$ cat src/rx_cfg.svh
// Constants for the parallel MAC receive output block
`ifndef RX_CFG_SVH
`define RX_CFG_SVH
// ==========================================
// Timing
// Quarter of an output slot in ref_clk cycles; four quarters match one
// recovered clock period (320 ns at 40 ns).
`define RX_QTR_LAST 2'h1
`define RX_QTR_FIRST 2'h0
`define RX_QTR_STEP 2'h1
// ==========================================
// Buffer
`define RX_BUF_FULL 2'h2
`define RX_BUF_EMPTY 2'h0
// ==========================================
// Code group fields
`define CG_LO 3:0
`define CG_HI 7:4
`define CG_BYTE 7:0
`define CG_RTBI_HI 8:5
`define CG_B4 4
`define CG_B8 8
`define CG_B9 9
`define PIN_LO 3:0
`define PIN_HI 7:4
`endif

$ cat src/rx_pkg.sv
// Types for the parallel MAC receive output block
package rx_pkg;
	// ==========================================
	// Modes and slot phases
	typedef enum logic [2:0] {
		MODE_TBI = 3'b000,
		MODE_RTBI = 3'b001,
		MODE_GMII = 3'b010,
		MODE_MII = 3'b011,
		MODE_RGMII = 3'b100
	} mode_t;
	typedef enum logic [2:0] {
		PH_WAIT = 3'b000,
		PH_Q0 = 3'b001,
		PH_Q1 = 3'b010,
		PH_Q2 = 3'b011,
		PH_Q3 = 3'b100
	} phase_t;
	// ==========================================
	// Carriers
	typedef struct packed {
		logic clk;
		logic valid;
		logic comma;
		logic aligned;
		logic [9:0] code;
	} line_t;
	typedef struct packed {
		logic [9:0] code;
		logic dv;
		logic comma;
	} word_t;
	typedef struct packed {
		logic [7:0] d;
		logic aux8;
		logic aux9;
		logic tbi_odd_group_clock;
		logic tbi_even_group_clock;
		logic lo_oe;
		logic hi_oe;
		logic aux8_oe;
		logic aux9_oe;
		logic odd_clk_oe;
		logic even_clk_oe;
	} pins_t;
	// ==========================================
	// Whole state of the block
	typedef struct packed {
		line_t l1;
		line_t l2;
		logic clk_d;
		logic [2:0] mode1;
		logic [2:0] mode2;
		logic [2:0] mode_cur;
		logic oe1;
		logic oe2;
		word_t [1:0] fifo;
		logic wr_ptr;
		logic rd_ptr;
		logic [1:0] count;
		phase_t phase;
		logic [1:0] qcnt;
		logic pending;
		logic even_next;
		logic slot_even;
		logic stretch;
		word_t cur;
		pins_t pins;
		logic src_ready;
	} state_t;
endpackage

$ cat src/rx_mac_out.sv
// Receive direction of the parallel MAC port: TBI, RTBI, GMII, MII, RGMII
`timescale 1ns/10ps
`include "rx_cfg.svh"
module rx_mac_out (
	input wire logic ref_clk,
	input wire logic reset_n,
	input wire logic ce,
	input wire logic [2:0] mode_sel,
	input wire logic drive_en,
	input wire rx_pkg::line_t line_in,
	output logic src_ready,
	output rx_pkg::pins_t pins
);
	import rx_pkg::*;

	state_t s;
	state_t n;
	logic edge_seen;
	logic go;
	logic take;
	logic push;
	logic qdone;
	word_t head;

	// ==========================================
	// Helpers
	function automatic logic is_tbi(input logic [2:0] m);
		is_tbi = (m == MODE_TBI);
	endfunction

	function automatic logic late_half(input phase_t p);
		late_half = (p == PH_Q2) || (p == PH_Q3);
	endfunction

	function automatic logic mid_half(input phase_t p);
		mid_half = (p == PH_Q1) || (p == PH_Q2);
	endfunction

	// Pin values for one quarter of a slot
	function automatic pins_t drive_pins(input logic [2:0] m, input phase_t p, input word_t w,
			input logic ev, input logic st, input logic en);
		pins_t o;
		o = '0;
		case (m)
			MODE_TBI: begin
				o.d[`PIN_LO] = w.code[`CG_LO];
				o.d[`PIN_HI] = w.code[`CG_HI];
				o.aux8 = w.code[`CG_B8];
				o.aux9 = w.code[`CG_B9];
				// Each clock is high in the middle of its own slot only, so
				// rising edges are half a clock period apart
				o.tbi_odd_group_clock = !st && !ev && mid_half(p);
				o.tbi_even_group_clock = !st && ev && mid_half(p);
				o.lo_oe = en;
				o.hi_oe = en;
				o.aux8_oe = en;
				o.aux9_oe = en;
				o.odd_clk_oe = en;
				o.even_clk_oe = en;
			end
			MODE_RTBI: begin
				o.d[`PIN_LO] = late_half(p) ? w.code[`CG_RTBI_HI] : w.code[`CG_LO];
				o.aux8 = late_half(p) ? w.code[`CG_B9] : w.code[`CG_B4];
				o.tbi_odd_group_clock = mid_half(p);
				o.lo_oe = en;
				o.aux8_oe = en;
				o.odd_clk_oe = en;
			end
			MODE_GMII: begin
				o.d = w.code[`CG_BYTE];
				o.aux8 = w.dv;
				o.tbi_odd_group_clock = late_half(p);
				o.lo_oe = en;
				o.hi_oe = en;
				o.aux8_oe = en;
				o.odd_clk_oe = en;
			end
			MODE_MII: begin
				o.d[`PIN_LO] = w.code[`CG_LO];
				o.aux8 = w.dv;
				o.tbi_odd_group_clock = late_half(p);
				o.lo_oe = en;
				o.aux8_oe = en;
				o.odd_clk_oe = en;
			end
			MODE_RGMII: begin
				o.d[`PIN_LO] = late_half(p) ? w.code[`CG_HI] : w.code[`CG_LO];
				o.tbi_odd_group_clock = mid_half(p);
				o.lo_oe = en;
				o.odd_clk_oe = en;
			end
			default: begin
				o = '0;
			end
		endcase
		return o;
	endfunction

	// ==========================================
	// Next state
	always_comb begin
		n = s;
		go = 1'b0;
		take = 1'b0;
		n.l1 = line_in;
		n.l2 = s.l1;
		n.clk_d = s.l2.clk;
		n.mode1 = mode_sel;
		n.mode2 = s.mode1;
		n.oe1 = drive_en;
		n.oe2 = s.oe1;
		// Recovered clock rise paces the slots, so the output clocks follow it
		edge_seen = s.l2.clk & ~s.clk_d;
		qdone = (s.qcnt == `RX_QTR_LAST);
		head = s.fifo[s.rd_ptr];
		push = edge_seen && (s.count != `RX_BUF_FULL);

		if (s.phase == PH_WAIT) begin
			go = s.pending;
		end else if (s.phase == PH_Q3 && qdone) begin
			go = s.pending;
		end

		if (s.phase != PH_WAIT) begin
			n.qcnt = qdone ? `RX_QTR_FIRST : s.qcnt + `RX_QTR_STEP;
			if (qdone) begin
				unique case (s.phase)
					PH_Q0: n.phase = PH_Q1;
					PH_Q1: n.phase = PH_Q2;
					PH_Q2: n.phase = PH_Q3;
					PH_Q3: n.phase = PH_WAIT;
					PH_WAIT: n.phase = PH_WAIT;
				endcase
			end
		end

		if (go) begin
			n.phase = PH_Q0;
			n.qcnt = `RX_QTR_FIRST;
			n.slot_even = s.even_next;
			// A comma due on an odd slot waits one idle slot: both clocks hold
			// their level, so periods only grow
			if (is_tbi(s.mode_cur) && s.count != `RX_BUF_EMPTY && s.l2.aligned
					&& head.comma && !s.even_next) begin
				n.stretch = 1'b1;
				n.even_next = 1'b1;
			end else begin
				n.stretch = 1'b0;
				take = (s.count != `RX_BUF_EMPTY);
				n.cur = take ? head : '0;
				if (is_tbi(s.mode_cur)) begin
					n.even_next = ~s.even_next;
				end
			end
		end

		// New edge wins over the consumption of the old one
		n.pending = edge_seen | (s.pending & ~go);

		if (push) begin
			n.fifo[s.wr_ptr] = '{code: s.l2.code, dv: s.l2.valid, comma: s.l2.comma};
			n.wr_ptr = ~s.wr_ptr;
		end
		if (take) begin
			n.rd_ptr = ~s.rd_ptr;
		end
		n.count = s.count + {1'b0, push} - {1'b0, take};

		if (n.phase != PH_WAIT) begin
			n.pins = drive_pins(s.mode_cur, n.phase, n.cur, n.slot_even, n.stretch, s.oe2);
		end else begin
			n.pins = drive_pins(s.mode_cur, s.phase, s.cur, s.slot_even, s.stretch, s.oe2);
		end

		// Mode change restarts cleanly; a half-sent word would confuse the MAC
		if (s.mode2 != s.mode_cur) begin
			n.mode_cur = s.mode2;
			n.fifo = '0;
			n.wr_ptr = 1'b0;
			n.rd_ptr = 1'b0;
			n.count = `RX_BUF_EMPTY;
			n.phase = PH_WAIT;
			n.qcnt = `RX_QTR_FIRST;
			n.pending = 1'b0;
			n.even_next = 1'b0;
			n.slot_even = 1'b0;
			n.stretch = 1'b0;
			n.cur = '0;
			n.pins = '0;
		end
		n.src_ready = (n.count != `RX_BUF_FULL);
	end

	// ==========================================
	// State register
	always_ff @(posedge ref_clk or negedge reset_n) begin
		if (!reset_n) begin
			s <= '0;
		end else if (ce) begin
			s <= n;
		end
	end

	assign src_ready = s.src_ready;
	assign pins = s.pins;
endmodule

$ cat config.mk
export PLATFORM = sky130hd
export DESIGN_NAME = rx_mac_out
export DESIGN_NICKNAME = d
export VERILOG_FILES = /design/src/rx_pkg.sv /design/src/rx_mac_out.sv
export VERILOG_INCLUDE_DIRS = /design/src
export SDC_FILE = /design/constraint.sdc
export NUM_CORES = 1
export LEC_CHECK = 0
export BUFFER_PORTS_ARGS = -buffer_cell sky130_fd_sc_hd__buf_2
export CAP_MARGIN = 20
export CORE_MARGIN = 4
export CORE_UTILIZATION = 30
export CTS_CLUSTER_DIAMETER = 40
export DETAILED_ROUTE_END_ITERATION = 12
export PLACE_DENSITY = 0.53
export SLEW_MARGIN = 25
export SYNTH_ARGS = -nofsm -noshare
export SYNTH_HDL_FRONTEND = slang
export SYNTH_SLANG_ARGS = --single-unit
export TNS_END_PERCENT = 10
$ cat constraint.sdc
create_clock -name ref_clk -period 4.4 [get_ports ref_clk]
set_input_delay 0.88 -clock ref_clk [delete_from_list [all_inputs] [get_ports ref_clk]]
set_output_delay 0.88 -clock ref_clk [all_outputs]
set_load 0.1 [all_outputs]
==> metrics, run 1 <==
syn_nets=502; TritonCTS Buffers=9; Seq/Total Area, Yosys=51.2%; Vias/cell=5.27; DP Worst Slack=1410 ps; area of the multi-input gates=0.00222 mm²; Pwr per Cell Area=391 mW/mm²; Primary FF master, synth=dfrtp_1; WP data arrival=3280 ps; Die Span X=139 µm; CTS max path bufs=2; RD Place Congestion=0.904; Final Max Tran Viols=0; ant diodes=0; Skew-Pair Late Insertion Delay=350 ps; I/O pin count=40; initial antenna violation count=0; Worst-path clk slew=70 ps; Area contributors post-synth=dfrtp_1 51%, mux2_2 8.8%, a22o_1 4.4%; Lkg Pwr=0.00241 µW; FP Rows=47; commonest cells in the netlist=105 x dfrtp_1, 57 x nand2_1, 40 x mux2_2, 34 x o21ai_0, 26 x a22o_1; Seq pwr share=49.3%; WL per Instance=17.0 µm; slowest CP cell=nor2b_1; crit path time final=3040 ps; CTS H-tree lvls=3; setup bufs post-CTS=0; Vias=3,761; Die ar.=0.0193 mm²; share of layout cells above drive strength 1=21.9%; fillcell total=1,670; Switching Fraction=30.7%; largest net degree at the start of global routing=38; Critical Path Sink Type=register; final hold vios=0; count leader, synth=dfrtp_1; Nets=512; Mapped Cells=479; Req. time, crit path=4640 ps; worst-path cell chain=nor2b_1, o211ai_1, nor3_1, ha_1, inv_1, ha_1, xnor2_1, xnor2_1, nor3_1, a21o_1; Overflow after GRT=0; Final ANT Viol Nets=0; Final Cycle Share=69.1%; relative slew slack=36.8%; hold_buf cts=0; CTS tree=yes; first-pass GRT wire length=20.3 mm; # setup viols final=0; Initial Utilization=30.8%; core box area=0.0166 mm²; Hold Slack=474 ps; Clock Sinks=105; PortBufs=39; synthesis-stage register bit count=105; Root Buffer=clkbuf_16; RSZ-0062 raised after global routing=false; Mapped Area=0.00513 mm²; All-Layer GR Usage=12.9%; Worst Path Max Fanout=12; synthesized area per cell=10.7 µm²; Critical Path Max Stage Delay=510 ps; Synth area leader=dfrtp_1; Hold Path Class=input port to asynchronous set/reset pin; kind of critical path=register to register; DPL Wire Length=8.52 mm; Area Overhead vs Synth=10.7%; internal power=1540 µW; Initial DRT Pass Iterations=5; Slew @ Worst Pin=944 ps; # resized after CTS=0; initial drt markers=318; Yosys top cell area share=51.2%; clock skew=6.85 ps; fmax=0.329 GHz; FF+latch area=0.00263 mm²; Worst VDD drop=0.235 mV; P_sw=681 µW; Die H=139 µm; Yosys warning count=0; Clk network pwr share=35.1%; number of remaining DRC errors=0; maxcap violations=0; final worst slack=1360 ps; vias in the first global route=3,666; startpoint types=register; Comb pwr share=15.6%; ys async rst share=100%; Post-synth EDFFs=0; routed wire length=12.1 mm; status=completed; post-synth cell types=58; setup TNS after final layout=0 ps
[state kept, by name (all words and copies together), names as in the netlist]
register   count
src_ready      1
s             69
pins          16
n             19
[cell type report]
cell class	count	area share, %
clock buffer	9	3.97
clock inverter	7	1.04
inverter	8	0.529
multi-input combinational	320	39.1
sequential	105	46.3
tap	220	4.85
timing repair buffer	45	4.28
[cell families (layout without fill, tap and decap cells)]
family / after synthesis / count (layout) / share of synthesized area (%)
and+or+nand+nor: 125 / 125 / 11.3
muxes: 55 / 55 / 11.9
xor gates and xnor gates: 5 / 5 / 0.854
AOI/OAI and AO/OA: 133 / 133 / 18.8
buffers and inverters: 54 / 69 / 5.54
adders and majority gates: 2 / 2 / 0.488
DFF: 105 / 105 / 51.2
[worst paths after layout]
check / start / end / slack, ps / cells past startpoint
setup / recovery: s[35] / s[41] / 1360 / 10
hold / removal: reset_n / n[82] / 470 / 1
setup reg to reg: s[35] / s[41] / 1360 / 10
hold reg to reg: pins[14] / pins[14] / 490 / 1
max in group asynchronous: reset_n / pins[6] / 3070 / 2
min in group ref_clk: pins[14] / pins[14] / 490 / 1
[routing by layer]
layer	routed length, µm	part of all wire [%]	vias up	GRT usage [%]
met3	651	5.4	28	3.17
li1	-	-	1752	-
met2	5220	43	135	18.6
met4	273	2.3	0	4.07
met1	5980	49	1846	19.0
met5	0	0	-	0
[power by group through the flow]
stage / combinational [µW] / sequential (µW) / clock [µW]
6_report: 347 / 1090 / 779
5_1_grt: 382 / 1110 / 847
4_1_cts: 349 / 1090 / 805
3_5_place_dp: 348 / 1110 / 0
3_3_place_gp: 342 / 1110 / 0
2_1_floorplan: 280 / 1080 / 0
[critical path, delay by kind of cell, from the launching register on]
family,cells,cell delay [ps]
flops,1,390
simple gates,3,1070
fa+ha+maj,2,460
buf+inv,1,50
compound gates,2,630
xor+xnor,2,310
[cells in the final DEF, fill, tap and decap left out, types with 3 or more instances in the layout]
cell type	Yosys	routed
mux2_2	40	40
a22oi_1	3	3
mux2i_1	13	13
nand2_1	57	57
buf_2	5	38
o21ai_0	34	34
xnor2_1	5	5
a21o_1	4	4
a22o_1	26	26
buf_4	18	7
o2bb2ai_1	13	13
a221oi_1	3	3
and2_1	3	3
a21oi_1	13	13
nor3_1	8	8
nand3_1	7	7
inv_1	8	8
dfrtp_1	105	105
a31oi_1	3	3
a21boi_0	3	3
clkbuf_16	0	9
nor2b_1	10	10
nor2_1	25	25
and3_1	3	3
o211ai_1	3	3
[stage by stage]
stage	cells	util [%]	power, µW	cell area [µm²]
2_1_floorplan	479	-	1360	5130
3_3_place_gp	698	32.4	1450	5390
3_5_place_dp	698	32.4	1460	5390
4_1_cts	714	34.1	2250	5680
5_1_grt	714	34.1	2340	5680
6_report	714	34.1	2220	5680
No activity file was read; power rests on OpenSTA's default activity.
==> run 2, diff against run 1 <==
Clock period 4.4 ns to 3 ns, I/O delays scaled along.
==> run 2 against run 1 <==
  * Die area unchanged
  * Largest cell class unchanged
  * Wire length increased by 1.0%
  * Highest routed layer unchanged
  * Critical endpoint unchanged
  * Non-clock buffer count is 7 higher
  * Total power is 48% higher
  * Setup slack worse by 1000 ps
==> metrics, run 2 (synthesized netlist as in run 1, its figures left out) <==
status=completed; PortBufs=39; CTS max path bufs=2; utilization after layout=34.5%; flop-to-flop setup slack=340 ps; Final Cycle Share=88.7%; Area Overhead vs Synth=12.0%; startpoint types=register; Initial Utilization=30.8%; Final Max Tran Viols=0; worst reg2reg path depth=10; Hold Slack=276 ps; Vias/cell=5.19; initial drt markers=365; clock skew=7.20 ps; fmax=0.376 GHz; initial antenna violation count=0; Comb pwr share=17.0%; Pwr per Cell Area=572 mW/mm²; Worst Path Max Fanout=10; # setup viols final=0; Clk network pwr share=34.8%; Skew-Pair Late Insertion Delay=350 ps; first-pass GRT wire length=20.2 mm; Vias=3,744; Most flops, register=s; hold_buf cts=0; Worst VDD drop=0.307 mV; relative slew slack=54.2%; FP Rows=47; Final ANT Viol Nets=0; I/O pin count=40; RSZ-0062 raised after global routing=false; P_sw=991 µW; vias in the first global route=3,726; setup bufs post-CTS=0; ant diodes=0; Lkg Pwr=0.00244 µW; core box area=0.0166 mm²; Clock Sinks=105; CTS tree=yes; Die H=139 µm; Die Span X=139 µm; commonest non-fill, non-tap cells in the layout=105 x dfrtp_1, 57 x nand2_1, 40 x mux2_2, 38 x buf_2, 34 x o21ai_0; All-Layer GR Usage=12.8%; share of layout cells above drive strength 1=22.8%; maxcap violations=0; final hold vios=0; Overflow after GRT=0; Initial DRT Pass Iterations=5; max FFs per register=69; Slew @ Worst Pin=685 ps; Critical Path Sink Type=register; RD Place Congestion=0.904; TritonCTS Buffers=9; number of remaining DRC errors=0; Root Buffer=clkbuf_16; most common cell after layout, fill and taps aside=dfrtp_1; WP data arrival=2900 ps; crit path time final=2660 ps; WL per Instance=17.0 µm; Seq pwr share=48.1%; CTS H-tree lvls=3; Worst-path clk slew=70 ps; Nets=519; Req. time, crit path=3240 ps; Switching Fraction=30.1%; DPL Wire Length=8.65 mm; # resized after CTS=0; kind of critical path=register to register; largest net degree at the start of global routing=60; routed wire length=12.3 mm; FF-to-FF Start=s[35]; FF-to-FF End=s[41]; Hold Path Class=input port to asynchronous set/reset pin; Die ar.=0.0193 mm²; internal power=2300 µW; setup TNS after final layout=0 ps
## run 2: stage by stage
stage	area (µm²)	instances	setup WS [ps]	power (µW)
floorplan	5130	479	513	2000
global placement	5460	705	464	2160
detailed placement	5460	705	370	2170
CTS	5750	721	360	3330
global route	5750	721	29.0	3450
finish	5750	721	338	3290
## run 2: worst max path at each step
stage,start,to,slack [ps],depth (start not counted)
6_report,s[35],s[41],340,10
3_3_place_gp,s[35],s[41],460,10
5_1_grt,s[35],s[41],30,10
3_5_place_dp,s[71],s[41],370,10
2_1_floorplan,s[71],s[41],510,11
4_1_cts,s[71],s[41],360,10
## run 2: layout make-up
type / count / area (µm²)
Inverter: 8 / 30.0
Sequential cell: 105 / 2630
Fill cell: 1709 / 10900
Multi-Input combinational cell: 320 / 2220
Timing Repair Buffer: 52 / 308
Clock inverter: 5 / 46.3
Clock buffer: 11 / 243
Tap cell: 220 / 275
## run 2: power by group through the flow
stage          combinational [µW]  clock [µW]  sequential (µW)
4_1_cts                       563        1180             1580
2_1_floorplan                 411           0             1590
3_5_place_dp                  563           0             1610
6_report                      560        1150             1580
3_3_place_gp                  552           0             1610
5_1_grt                       613        1240             1600
## run 2: per-layer routing
metal | track usage [%] | part of all wire [%] | vias up
met5 | 0 | 0 | -
met4 | 3.45 | 1.8 | 0
met3 | 2.97 | 4.2 | 15
met2 | 18.9 | 43 | 111
met1 | 18.8 | 50 | 1863
li1 | - | - | 1755
## run 2: worst max-delay path, stage by stage (launching register included)
cell and delay (ps):
dfrtp_1 380, nor2b_1 510, o211ai_1 210, nor3_1 410
ha_1 310, inv_1 60, ha_1 140, xnor2_1 130
xnor2_1 160, nor3_1 70, a21o_1 170
